$ cat src/rtl/mft_regs.svh
// Register offsets, field positions, reset values and limits of the
// multi-function timer control block.
// Assumes it is included by the block's design files; it holds
// definitions only.
`ifndef MFT_REGS_SVH
`define MFT_REGS_SVH

// ***********************************************************
// Bus geometry and answers
// ***********************************************************
`define MFT_AXI_AW 8
`define MFT_RESP_OKAY 2'h0
`define MFT_RESP_SLVERR 2'h2

// ***********************************************************
// Register offsets (byte addresses)
// ***********************************************************
`define MFT_OFS_T1_CONFIG 8'h00
`define MFT_OFS_T2_IRQ 8'h04
`define MFT_OFS_T2_SETUP 8'h08
`define MFT_OFS_CMP_FIRST 8'h0C
`define MFT_OFS_CMP_SECOND 8'h10
`define MFT_OFS_RTC_COUNT 8'h14

// ***********************************************************
// timer_one_config fields
// ***********************************************************
`define MFT_T1_WRAP_BIT 7
`define MFT_T1_CAP_EDGE_BIT 6
`define MFT_T1_EV_EDGE_BIT 5
`define MFT_T1_PS_HI 4
`define MFT_T1_PS_LO 2
`define MFT_MODE_HI 1
`define MFT_MODE_LO 0

// ***********************************************************
// timer_two_irq_ctrl and timer_two_setup fields
// ***********************************************************
`define MFT_T2_CPF2_BIT 7
`define MFT_T2_CPF1_BIT 6
`define MFT_T2_CPIE_BIT 5
`define MFT_T2_CMF2_BIT 4
`define MFT_T2_CMF1_BIT 3
`define MFT_T2_CMIE_BIT 2
`define MFT_T2_OVF_BIT 1
`define MFT_T2_OVIE_BIT 0
`define MFT_T2_CAP_EDGE_BIT 6

// ***********************************************************
// Reset values and counter limits
// ***********************************************************
`define MFT_RST_BYTE 8'h00
`define MFT_RST_HALF 16'h0000
`define MFT_RTC_MAX 8'hFF
`define MFT_T2_MAX 16'hFFFF
`define MFT_PS_CNT_W 7

`endif

$ cat src/rtl/mft_pkg.sv
// Types shared by the multi-function timer control block.
// Assumes nothing beyond a SystemVerilog compiler.
package mft_pkg;

   // Timer operating modes, in field order 00 to 11
   typedef enum logic [1:0] {
      MFT_MODE_SOFT,
      MFT_MODE_PWM,
      MFT_MODE_CAPCMP,
      MFT_MODE_EVENT
   } mft_mode_t;

   // Register selected by a bus address
   typedef enum logic [2:0] {
      MFT_SEL_T1_CONFIG,
      MFT_SEL_T2_IRQ,
      MFT_SEL_T2_SETUP,
      MFT_SEL_CMP_FIRST,
      MFT_SEL_CMP_SECOND,
      MFT_SEL_RTC_COUNT,
      MFT_SEL_NONE
   } mft_sel_t;

endpackage

$ cat src/rtl/mft_edge.sv
// Edge detector with a selectable sense for one timer input pin.
// Assumes the pin is synchronous to clk_sys.
`timescale 1ns/1ns
`include "mft_regs.svh"

module mft_edge import mft_pkg::*; (
   input wire logic clk_sys,
   input wire logic rst_n,
   input wire logic pin,
   input wire logic rising_sel,
   output logic evt
);

   logic pin_q;

   // Previous pin level
   always_ff @(posedge clk_sys) begin
      if (!rst_n) begin
         pin_q <= 1'b0;
      end else begin
         pin_q <= pin;
      end
   end

   // One-cycle pulse on the chosen edge
   assign evt = rising_sel ? (pin & ~pin_q) : (~pin & pin_q);

endmodule

$ cat src/rtl/mft_prescale.sv
// Power-of-two clock divider giving a one-cycle advance enable.
// Assumes the divide code is steady while a count is wanted exact.
`timescale 1ns/1ns
`include "mft_regs.svh"

module mft_prescale import mft_pkg::*; (
   input wire logic clk_sys,
   input wire logic rst_n,
   input wire logic [2:0] prescale,
   output logic tick
);

   logic [`MFT_PS_CNT_W-1:0] div_cnt;
   logic [`MFT_PS_CNT_W-1:0] mask;

   // Free-running divide counter
   always_ff @(posedge clk_sys) begin
      if (!rst_n) begin
         div_cnt <= '0;
      end else begin
         div_cnt <= div_cnt + 1'b1;
      end
   end

   // Low bits all ones once per 2**prescale cycles
   assign mask = `MFT_PS_CNT_W'((8'h01 << prescale) - 8'h01);
   assign tick = ((div_cnt & mask) == mask);

endmodule

$ cat src/rtl/mft_ctrl.sv
// Control and status logic of two multi-function timers behind an
// AXI4-Lite register slave.
// Assumes all pins and datapath inputs are synchronous to clk_sys and
// that the second timer's counter datapath lives outside this block.
//
// The implementer's own choices: the address map and the AXI4-Lite slave port.
`timescale 1ns/1ns
`include "mft_regs.svh"

module mft_ctrl import mft_pkg::*; (
   input wire logic clk_sys,
   input wire logic rst_n,
   // AXI4-Lite slave
   input wire logic [`MFT_AXI_AW-1:0] s_axi_awaddr,
   input wire logic s_axi_awvalid,
   output logic s_axi_awready,
   input wire logic [31:0] s_axi_wdata,
   input wire logic [3:0] s_axi_wstrb,
   input wire logic s_axi_wvalid,
   output logic s_axi_wready,
   output logic [1:0] s_axi_bresp,
   output logic s_axi_bvalid,
   input wire logic s_axi_bready,
   input wire logic [`MFT_AXI_AW-1:0] s_axi_araddr,
   input wire logic s_axi_arvalid,
   output logic s_axi_arready,
   output logic [31:0] s_axi_rdata,
   output logic [1:0] s_axi_rresp,
   output logic s_axi_rvalid,
   input wire logic s_axi_rready,
   // Real-time counter
   input wire logic rt_counter_tick,
   // First timer pins and controls
   input wire logic t1_capture_one_pin,
   input wire logic t1_capture_two_pin,
   input wire logic t1_event_pin,
   output logic t1_count_adv,
   output logic t1_capture_one_evt,
   output logic t1_capture_two_evt,
   output logic [1:0] t1_mode_out,
   // Second timer pins and datapath
   input wire logic t2_capture_one_pin,
   input wire logic t2_capture_two_pin,
   input wire logic [15:0] t2_count,
   input wire logic t2_count_adv,
   input wire logic t2_cmp_second_active,
   output logic t2_capture_one_evt,
   output logic t2_capture_two_evt,
   output logic [15:0] compare_reg_first,
   output logic [15:0] compare_reg_second,
   output logic t2_irq
);

   // ***********************************************************
   // Helpers
   // ***********************************************************

   // Map a byte address to a register
   function automatic mft_sel_t mft_decode(
      input logic [`MFT_AXI_AW-1:0] addr);
      case (addr)
         `MFT_OFS_T1_CONFIG: mft_decode = MFT_SEL_T1_CONFIG;
         `MFT_OFS_T2_IRQ: mft_decode = MFT_SEL_T2_IRQ;
         `MFT_OFS_T2_SETUP: mft_decode = MFT_SEL_T2_SETUP;
         `MFT_OFS_CMP_FIRST: mft_decode = MFT_SEL_CMP_FIRST;
         `MFT_OFS_CMP_SECOND: mft_decode = MFT_SEL_CMP_SECOND;
         `MFT_OFS_RTC_COUNT: mft_decode = MFT_SEL_RTC_COUNT;
         default: mft_decode = MFT_SEL_NONE;
      endcase
   endfunction

   // Sticky flag update where a set beats a clear
   function automatic logic mft_sticky(input logic flag,
      input logic set, input logic clr);
      mft_sticky = set | (flag & ~clr);
   endfunction

   // ***********************************************************
   // Register state
   // ***********************************************************

   logic rt_counter_wrap_flag;
   logic timer_one_capture_edge;
   logic timer_one_event_edge;
   logic [2:0] timer_one_prescale;
   mft_mode_t timer_one_mode_sel;
   logic timer_two_capture_two_flag;
   logic timer_two_capture_one_flag;
   logic timer_two_capture_irq_en;
   logic timer_two_compare_two_flag;
   logic timer_two_compare_one_flag;
   logic timer_two_compare_irq_en;
   logic timer_two_wrap_flag;
   logic timer_two_wrap_irq_en;
   logic timer_two_capture_edge;
   mft_mode_t timer_two_mode_sel;
   logic [7:0] real_time_counter;

   // ***********************************************************
   // AXI4-Lite write channel
   // ***********************************************************

   logic aw_held;
   logic w_held;
   logic [`MFT_AXI_AW-1:0] aw_addr_q;
   logic [31:0] w_data_q;
   logic [3:0] w_strb_q;
   logic wr_do;
   mft_sel_t wr_sel;
   logic wr_lo;
   logic wr_hi;

   assign s_axi_awready = ~aw_held & ~s_axi_bvalid;
   assign s_axi_wready = ~w_held & ~s_axi_bvalid;
   assign wr_do = aw_held & w_held & ~s_axi_bvalid;
   assign wr_sel = mft_decode(aw_addr_q);
   assign wr_lo = wr_do & w_strb_q[0];
   assign wr_hi = wr_do & w_strb_q[1];

   // Hold address and data until both are present
   always_ff @(posedge clk_sys) begin
      if (!rst_n) begin
         aw_held <= 1'b0;
         w_held <= 1'b0;
         aw_addr_q <= '0;
         w_data_q <= '0;
         w_strb_q <= '0;
      end else begin
         if (s_axi_awvalid && s_axi_awready) begin
            aw_held <= 1'b1;
            aw_addr_q <= s_axi_awaddr;
         end else if (wr_do) begin
            aw_held <= 1'b0;
         end
         if (s_axi_wvalid && s_axi_wready) begin
            w_held <= 1'b1;
            w_data_q <= s_axi_wdata;
            w_strb_q <= s_axi_wstrb;
         end else if (wr_do) begin
            w_held <= 1'b0;
         end
      end
   end

   // Write response, error for an unmapped or read-only address
   always_ff @(posedge clk_sys) begin
      if (!rst_n) begin
         s_axi_bvalid <= 1'b0;
         s_axi_bresp <= `MFT_RESP_OKAY;
      end else if (wr_do) begin
         s_axi_bvalid <= 1'b1;
         if (wr_sel == MFT_SEL_NONE || wr_sel == MFT_SEL_RTC_COUNT) begin
            s_axi_bresp <= `MFT_RESP_SLVERR;
         end else begin
            s_axi_bresp <= `MFT_RESP_OKAY;
         end
      end else if (s_axi_bready) begin
         s_axi_bvalid <= 1'b0;
      end
   end

   // ***********************************************************
   // AXI4-Lite read channel
   // ***********************************************************

   logic [31:0] rd_word;
   mft_sel_t rd_sel;

   assign s_axi_arready = ~s_axi_rvalid;
   assign rd_sel = mft_decode(s_axi_araddr);

   // Read multiplexer, upper bits read as zero
   always_comb begin
      rd_word = '0;
      case (rd_sel)
         MFT_SEL_T1_CONFIG: begin
            rd_word[`MFT_T1_WRAP_BIT] = rt_counter_wrap_flag;
            rd_word[`MFT_T1_CAP_EDGE_BIT] = timer_one_capture_edge;
            rd_word[`MFT_T1_EV_EDGE_BIT] = timer_one_event_edge;
            rd_word[`MFT_T1_PS_HI:`MFT_T1_PS_LO] = timer_one_prescale;
            rd_word[`MFT_MODE_HI:`MFT_MODE_LO] = timer_one_mode_sel;
         end
         MFT_SEL_T2_IRQ: begin
            rd_word[`MFT_T2_CPF2_BIT] = timer_two_capture_two_flag;
            rd_word[`MFT_T2_CPF1_BIT] = timer_two_capture_one_flag;
            rd_word[`MFT_T2_CPIE_BIT] = timer_two_capture_irq_en;
            rd_word[`MFT_T2_CMF2_BIT] = timer_two_compare_two_flag;
            rd_word[`MFT_T2_CMF1_BIT] = timer_two_compare_one_flag;
            rd_word[`MFT_T2_CMIE_BIT] = timer_two_compare_irq_en;
            rd_word[`MFT_T2_OVF_BIT] = timer_two_wrap_flag;
            rd_word[`MFT_T2_OVIE_BIT] = timer_two_wrap_irq_en;
         end
         MFT_SEL_T2_SETUP: begin
            rd_word[`MFT_T2_CAP_EDGE_BIT] = timer_two_capture_edge;
            rd_word[`MFT_MODE_HI:`MFT_MODE_LO] = timer_two_mode_sel;
         end
         MFT_SEL_CMP_FIRST: rd_word[15:0] = compare_reg_first;
         MFT_SEL_CMP_SECOND: rd_word[15:0] = compare_reg_second;
         MFT_SEL_RTC_COUNT: rd_word[7:0] = real_time_counter;
         default: rd_word = '0;
      endcase
   end

   // Registered read answer
   always_ff @(posedge clk_sys) begin
      if (!rst_n) begin
         s_axi_rvalid <= 1'b0;
         s_axi_rdata <= '0;
         s_axi_rresp <= `MFT_RESP_OKAY;
      end else if (s_axi_arvalid && s_axi_arready) begin
         s_axi_rvalid <= 1'b1;
         s_axi_rdata <= rd_word;
         if (rd_sel == MFT_SEL_NONE) begin
            s_axi_rresp <= `MFT_RESP_SLVERR;
         end else begin
            s_axi_rresp <= `MFT_RESP_OKAY;
         end
      end else if (s_axi_rready) begin
         s_axi_rvalid <= 1'b0;
      end
   end

   // ***********************************************************
   // Pin edge detection
   // ***********************************************************

   logic [4:0] edge_pin;
   logic [4:0] edge_rise;
   logic [4:0] edge_evt;

   // Order: t1 cap1, t1 cap2, t1 event, t2 cap1, t2 cap2
   assign edge_pin = {t2_capture_two_pin, t2_capture_one_pin,
      t1_event_pin, t1_capture_two_pin, t1_capture_one_pin};
   assign edge_rise = {timer_two_capture_edge, timer_two_capture_edge,
      timer_one_event_edge, timer_one_capture_edge,
      timer_one_capture_edge};

   genvar gi;
   generate
      for (gi = 0; gi < 5; gi = gi + 1) begin : g_edge
         mft_edge u_edge (
            .clk_sys(clk_sys),
            .rst_n(rst_n),
            .pin(edge_pin[gi]),
            .rising_sel(edge_rise[gi]),
            .evt(edge_evt[gi])
         );
      end
   endgenerate

   // ***********************************************************
   // First timer configuration and controls
   // ***********************************************************

   logic ps_tick;
   logic wr_t1;
   logic rt_wrap_evt;

   assign wr_t1 = wr_lo & (wr_sel == MFT_SEL_T1_CONFIG);
   assign rt_wrap_evt = rt_counter_tick &
      (real_time_counter == `MFT_RTC_MAX);

   mft_prescale u_prescale (
      .clk_sys(clk_sys),
      .rst_n(rst_n),
      .prescale(timer_one_prescale),
      .tick(ps_tick)
   );

   // Writable configuration fields
   always_ff @(posedge clk_sys) begin
      if (!rst_n) begin
         timer_one_capture_edge <= 1'b0;
         timer_one_event_edge <= 1'b0;
         timer_one_prescale <= '0;
         timer_one_mode_sel <= MFT_MODE_SOFT;
      end else if (wr_t1) begin
         timer_one_capture_edge <= w_data_q[`MFT_T1_CAP_EDGE_BIT];
         timer_one_event_edge <= w_data_q[`MFT_T1_EV_EDGE_BIT];
         timer_one_prescale <= w_data_q[`MFT_T1_PS_HI:`MFT_T1_PS_LO];
         timer_one_mode_sel <=
            mft_mode_t'(w_data_q[`MFT_MODE_HI:`MFT_MODE_LO]);
      end
   end

   // Real-time counter and its wrap flag
   always_ff @(posedge clk_sys) begin
      if (!rst_n) begin
         real_time_counter <= `MFT_RST_BYTE;
         rt_counter_wrap_flag <= 1'b0;
      end else begin
         if (rt_counter_tick) begin
            real_time_counter <= real_time_counter + 8'h01;
         end
         rt_counter_wrap_flag <= mft_sticky(rt_counter_wrap_flag,
            rt_wrap_evt, wr_t1 & ~w_data_q[`MFT_T1_WRAP_BIT]);
      end
   end

   // Advance and capture strobes to the first timer datapath
   always_ff @(posedge clk_sys) begin
      if (!rst_n) begin
         t1_count_adv <= 1'b0;
         t1_capture_one_evt <= 1'b0;
         t1_capture_two_evt <= 1'b0;
      end else begin
         case (timer_one_mode_sel)
            MFT_MODE_EVENT: t1_count_adv <= edge_evt[2];
            default: t1_count_adv <= ps_tick;
         endcase
         t1_capture_one_evt <= edge_evt[0] &
            (timer_one_mode_sel == MFT_MODE_CAPCMP);
         t1_capture_two_evt <= edge_evt[1] &
            (timer_one_mode_sel == MFT_MODE_CAPCMP);
      end
   end

   assign t1_mode_out = timer_one_mode_sel;

   // ***********************************************************
   // Second timer events
   // ***********************************************************

   logic t2_capmode;
   logic t2_cap1_evt;
   logic t2_cap2_evt;
   logic t2_hit_first;
   logic t2_hit_second;
   logic t2_wrap_evt;
   logic wr_t2;
   logic wr_setup;

   assign t2_capmode = (timer_two_mode_sel == MFT_MODE_CAPCMP);
   assign t2_cap1_evt = edge_evt[3] & t2_capmode;
   assign t2_cap2_evt = edge_evt[4] & t2_capmode;
   assign t2_hit_first = t2_count_adv & ~t2_cmp_second_active &
      (t2_count == compare_reg_first);
   assign t2_hit_second = t2_count_adv & t2_cmp_second_active &
      (t2_count == compare_reg_second);
   assign t2_wrap_evt = t2_count_adv & (t2_count == `MFT_T2_MAX);
   assign wr_t2 = wr_lo & (wr_sel == MFT_SEL_T2_IRQ);
   assign wr_setup = wr_lo & (wr_sel == MFT_SEL_T2_SETUP);

   // Interrupt enables and second timer setup
   always_ff @(posedge clk_sys) begin
      if (!rst_n) begin
         timer_two_capture_irq_en <= 1'b0;
         timer_two_compare_irq_en <= 1'b0;
         timer_two_wrap_irq_en <= 1'b0;
      end else if (wr_t2) begin
         timer_two_capture_irq_en <= w_data_q[`MFT_T2_CPIE_BIT];
         timer_two_compare_irq_en <= w_data_q[`MFT_T2_CMIE_BIT];
         timer_two_wrap_irq_en <= w_data_q[`MFT_T2_OVIE_BIT];
      end
   end

   always_ff @(posedge clk_sys) begin
      if (!rst_n) begin
         timer_two_capture_edge <= 1'b0;
         timer_two_mode_sel <= MFT_MODE_SOFT;
      end else if (wr_setup) begin
         timer_two_capture_edge <= w_data_q[`MFT_T2_CAP_EDGE_BIT];
         timer_two_mode_sel <=
            mft_mode_t'(w_data_q[`MFT_MODE_HI:`MFT_MODE_LO]);
      end
   end

   // Sticky event flags, cleared by writing zero
   always_ff @(posedge clk_sys) begin
      if (!rst_n) begin
         timer_two_capture_two_flag <= 1'b0;
         timer_two_capture_one_flag <= 1'b0;
         timer_two_compare_two_flag <= 1'b0;
         timer_two_compare_one_flag <= 1'b0;
         timer_two_wrap_flag <= 1'b0;
      end else begin
         timer_two_capture_two_flag <= mft_sticky(
            timer_two_capture_two_flag, t2_cap2_evt,
            wr_t2 & ~w_data_q[`MFT_T2_CPF2_BIT]);
         timer_two_capture_one_flag <= mft_sticky(
            timer_two_capture_one_flag, t2_cap1_evt,
            wr_t2 & ~w_data_q[`MFT_T2_CPF1_BIT]);
         timer_two_compare_two_flag <= mft_sticky(
            timer_two_compare_two_flag, t2_hit_second,
            wr_t2 & ~w_data_q[`MFT_T2_CMF2_BIT]);
         timer_two_compare_one_flag <= mft_sticky(
            timer_two_compare_one_flag, t2_hit_first,
            wr_t2 & ~w_data_q[`MFT_T2_CMF1_BIT]);
         timer_two_wrap_flag <= mft_sticky(timer_two_wrap_flag,
            t2_wrap_evt, wr_t2 & ~w_data_q[`MFT_T2_OVF_BIT]);
      end
   end

   // Compare registers, byte lanes 0 and 1
   always_ff @(posedge clk_sys) begin
      if (!rst_n) begin
         compare_reg_first <= `MFT_RST_HALF;
         compare_reg_second <= `MFT_RST_HALF;
      end else begin
         if (wr_sel == MFT_SEL_CMP_FIRST) begin
            if (wr_lo) begin
               compare_reg_first[7:0] <= w_data_q[7:0];
            end
            if (wr_hi) begin
               compare_reg_first[15:8] <= w_data_q[15:8];
            end
         end
         if (wr_sel == MFT_SEL_CMP_SECOND) begin
            if (wr_lo) begin
               compare_reg_second[7:0] <= w_data_q[7:0];
            end
            if (wr_hi) begin
               compare_reg_second[15:8] <= w_data_q[15:8];
            end
         end
      end
   end

   // Capture strobes and interrupt pulse
   always_ff @(posedge clk_sys) begin
      if (!rst_n) begin
         t2_capture_one_evt <= 1'b0;
         t2_capture_two_evt <= 1'b0;
         t2_irq <= 1'b0;
      end else begin
         t2_capture_one_evt <= t2_cap1_evt;
         t2_capture_two_evt <= t2_cap2_evt;
         t2_irq <= (timer_two_capture_irq_en &
            (t2_cap1_evt | t2_cap2_evt)) |
            (timer_two_compare_irq_en &
            (t2_hit_first | t2_hit_second)) |
            (timer_two_wrap_irq_en & t2_wrap_evt);
      end
   end

endmodule

$ cat config.mk
export PLATFORM = sky130hd
export DESIGN_NAME = mft_ctrl
export DESIGN_NICKNAME = d
export VERILOG_FILES = /design/src/rtl/mft_pkg.sv /design/src/rtl/mft_edge.sv /design/src/rtl/mft_prescale.sv /design/src/rtl/mft_ctrl.sv
export VERILOG_INCLUDE_DIRS = /design/src /design/src/rtl
export SDC_FILE = /design/constraint.sdc
export NUM_CORES = 1
export LEC_CHECK = 0
export ABC_AREA = 0
export BUFFER_PORTS_ARGS = -buffer_cell sky130_fd_sc_hd__buf_2
export CAP_MARGIN = 20
export CORE_AREA = 3 3 130 94
export DETAILED_ROUTE_END_ITERATION = 16
export DIE_AREA = 0 0 133 97
export PLACE_DENSITY_LB_ADDON = 0.12
export SLEW_MARGIN = 30
export SYNTH_ARGS = -nofsm -noshare
export SYNTH_HDL_FRONTEND = slang
export SYNTH_SLANG_ARGS = --single-unit
$ cat constraint.sdc
create_clock -name clk_sys -period 8.15 [get_ports clk_sys]
set_clock_uncertainty 0.15 [all_clocks]
set_input_delay 0.4075 -clock clk_sys [delete_from_list [all_inputs] [get_ports clk_sys]]
set_output_delay 0.4075 -clock clk_sys [all_outputs]
set_load 0.01 [all_outputs]
==> flow_summary.ini <==
[synthesis]
synth_edf_count = 0
synth_ff_type = dfxtp_1
synth_top_area_share_pct = 41.6
synth_warnings = 0
synth-xor-area-share_pct = 5.97
synth_compound_area_share_pct = 14.3
synth_top_family_by_area = simple AND/OR/NAND/NOR gates
synth_cell_types = 59
synth_area_leaders = dfxtp_1 42%, mux2i_1 7.7%, nand2_1 5.9%
syn_area_per_cell_um2 = 9.06
synth_top_area_cell = dfxtp_1
synthTopCellsByCount = 125 x dfxtp_1, 95 x nand2_1, 52 x nor2b_1
synthCells = 664
synth.area.mux_share_pct = 8.21
synth-simple-area-share_pct = 23.6
yosysSeqAreaShare_pct = 41.6
synth_most_common_cell = dfxtp_1
synthAdderAreaFrac_pct = 0.624
synth-seq-cells = 125
async_flop_share_pct = 0
syn_area_um2 = 6020

[routing]
drt_iter0_markers = 509
ant_nets = 0
drt-total-wl_mm = 16.8
dr.pass1.iters = 5
num_vias = 5271
drc = 0
wire_per_inst_um = 17.8
vias_per_cell = 5.58

[grt]
grt_overflow = 0
met2_usage_pct = 39.6
grt_pass1_vias = 4999
antenna_found_initial = 0
globalRouteTotalUtil_pct = 25.9
global_route.usage.met1_pct = 35.7
grt_pass1_wl_mm = 26.5
busiest_layer = met2
grt_max_degree = 125
grt_use_met3_pct = 6.76

[clock_tree]
holdBufCountCts = 0
cts-root-buf = clkbuf_16
cts_tree = built
cts-buffers-inserted = 17
path_clk_slew_ns = 0.06
post_cts_resized = 0
cts.sinks = 125
cts_setup_buffers = 0
max-clock-path-buffers = 2
clock_latency_ns = 0.41
htreeDepth = 4

[final_layout]
multi_input_area_um2 = 3240
final-instance-count-excl-fill = 944
nets = 866
drive_above_1_share_pct = 21.4
seq_area_um2 = 2500
antenna_cells = 0
fill_cells = 901
area_growth_pct = 19.9

[min_path]
hold_class = in -> reg
min_from = t1_event_pin
hold_depth = 2
holdPathEnd = g_edge[2].u_edge.pin_q

[worst_setup_path]
crit_type = in -> reg
reg2reg_slack_ns = 5.82
cp_slowest_stage_delay_ns = 0.62
crit_chain = buf_2 -> or4_4 -> or3_1 -> inv_1 -> nand2_1 -> ha_1 -> nor3_1 -> nor2b_1 -> a221oi_1 -> nor2_1
slowest_stage = nor2b_1
reg2reg_depth = 5
r2r-start = aw_addr_q[1]
worstPathMaxFanout = 11
worstReg2RegEnd = compare_reg_second[7]
crit_buf_inv = 2
cp.required_ns = 8.34
arrival_ns = 3.58
cp-end-kind = flop
critPathTopFamily = simple AND/OR/NAND/NOR gates
cp-start-kind = primary input

[placement]
place_congestion = 0.917
dp_hpwl_mm = 12.1
dp_cells = 914
io_buffers = 127

[run_status]
status = completed

[floorplan]
dieWidth_um = 133
io_pins = 164
placementRows = 32
start_util_pct = 54.6
die-area_um2 = 12900
dieHeight_um = 97
core_um2 = 11000

[pwr]
p_per_area_nw_per_um2 = 213
p_switching_uw = 351
seqPwrFrac_pct = 42.3
p_int_mw = 1.19
irDropWorstVdd_mv = 0.159
p_leak_nw = 3.13
swShare_pct = 22.8
clkPwrFrac_pct = 50.2
p_comb_share_pct = 7.5

[timing]
fin_crit_ns = 3.39
worstMarginPinSlew_ns = 0.800
rsz0062_at_grt = false
final.setup.tns_ns = 0
fin_crit_sh_pct = 41.6
max_freq_mhz = 295
setup_violations = 0
hold_violations = 0
finalMaxSlewViolations = 0
max_slew_margin_pct = 46.0

[run]
cap_violations = 0
[state kept, by name, indices dropped and copies added (netlist names), 2 cells and up]
| signal | count |
|---|---|
| w_data_q | 16 |
| compare_reg_first | 16 |
| s_axi_rdata | 16 |
| t1_mode_out | 2 |
| u_prescale.div_cnt | 7 |
| compare_reg_second | 16 |
| real_time_counter | 8 |
| aw_addr_q | 8 |
| g_edge.u_edge.pin_q | 5 |
| w_strb_q | 2 |
| timer_one_prescale | 3 |
| timer_two_mode_sel | 2 |
[power groups by stage]
stage                     combinational (mW)  clock (mW)  sequential, mW
after floorplan                       0.0803           0           0.658
after global placement                 0.110           0           0.661
after detailed placement               0.115           0           0.663
after CTS                              0.116       0.777           0.650
after global routing                   0.129       0.803           0.652
final                                  0.116       0.772           0.650
[cell type report]
| type | count | share of cell area, % |
|---|---|---|
| multi-input cells | 500 | 44.9 |
| repair buffers | 128 | 8.97 |
| clock inverters | 6 | 1.51 |
| flip-flops and latches | 125 | 34.7 |
| clock buffers | 24 | 6.82 |
| inverters | 8 | 0.416 |
| well taps | 153 | 2.65 |
[stage by stage]
| stage | power (mW) | worst slack [ns] | area [um2] | hold slack [ns] | util, % |
|---|---|---|---|---|---|
| detailed placement | 0.777 | 4.42 | 6610 | 0.308 | 60.0 |
| global route | 1.58 | 4.59 | 7210 | 0.0998 | 65.5 |
| finish | 1.54 | 4.76 | 7210 | 0.0877 | 65.5 |
| CTS | 1.54 | 4.82 | 7210 | 0.0816 | 65.5 |
| floorplan | 0.738 | 5.06 | 6080 | 0.289 | - |
| global placement | 0.772 | 4.43 | 6610 | 0.304 | 60.0 |
[kinds of logic after synthesis]
family | count (synthesis)
buf+inv | 56
compound gates | 127
flops | 125
simple gates | 262
xor+xnor | 41
mux | 49
fa+ha+maj | 3
other cells | 1
[per-layer routing]
metal,up-vias,part of all wire [%]
li1,2508,-
met1,2505,45
met2,232,44
met3,26,9.2
met4,0,1.7
met5,-,0
[placed cells by master (no fill, tap or decap), types with 5 or more instances in the layout]
cell type,instances
xor2_1,12
nand2_1,95
and3_1,7
a21oi_1,27
nand4_1,13
a21boi_0,36
buf_2,127
o21ai_0,25
nor2_1,23
nor3_1,6
nor2b_1,51
xnor2_1,29
a22o_1,7
and2_1,20
inv_1,7
clkbuf_16,17
nand3_1,11
nor4_1,6
a311oi_1,5
conb_1,18
dfxtp_1,125
mux2i_1,46
[worst max path at each step]
| stage | slack [ns] | end | depth (start not counted) | startpoint |
|---|---|---|---|---|
| 5_1_grt | 4.59 | s_axi_rdata[15] | 10 | s_axi_araddr[5] |
| 2_1_floorplan | 5.06 | s_axi_rdata[1] | 12 | s_axi_araddr[5] |
| 6_report | 4.76 | s_axi_rdata[12] | 10 | s_axi_araddr[5] |
| 4_1_cts | 4.82 | s_axi_rdata[15] | 10 | s_axi_araddr[5] |
| 3_3_place_gp | 4.43 | s_axi_rdata[12] | 10 | s_axi_araddr[5] |
| 3_5_place_dp | 4.42 | s_axi_rdata[15] | 10 | s_axi_araddr[5] |
(Power assumes the default switching activity.)
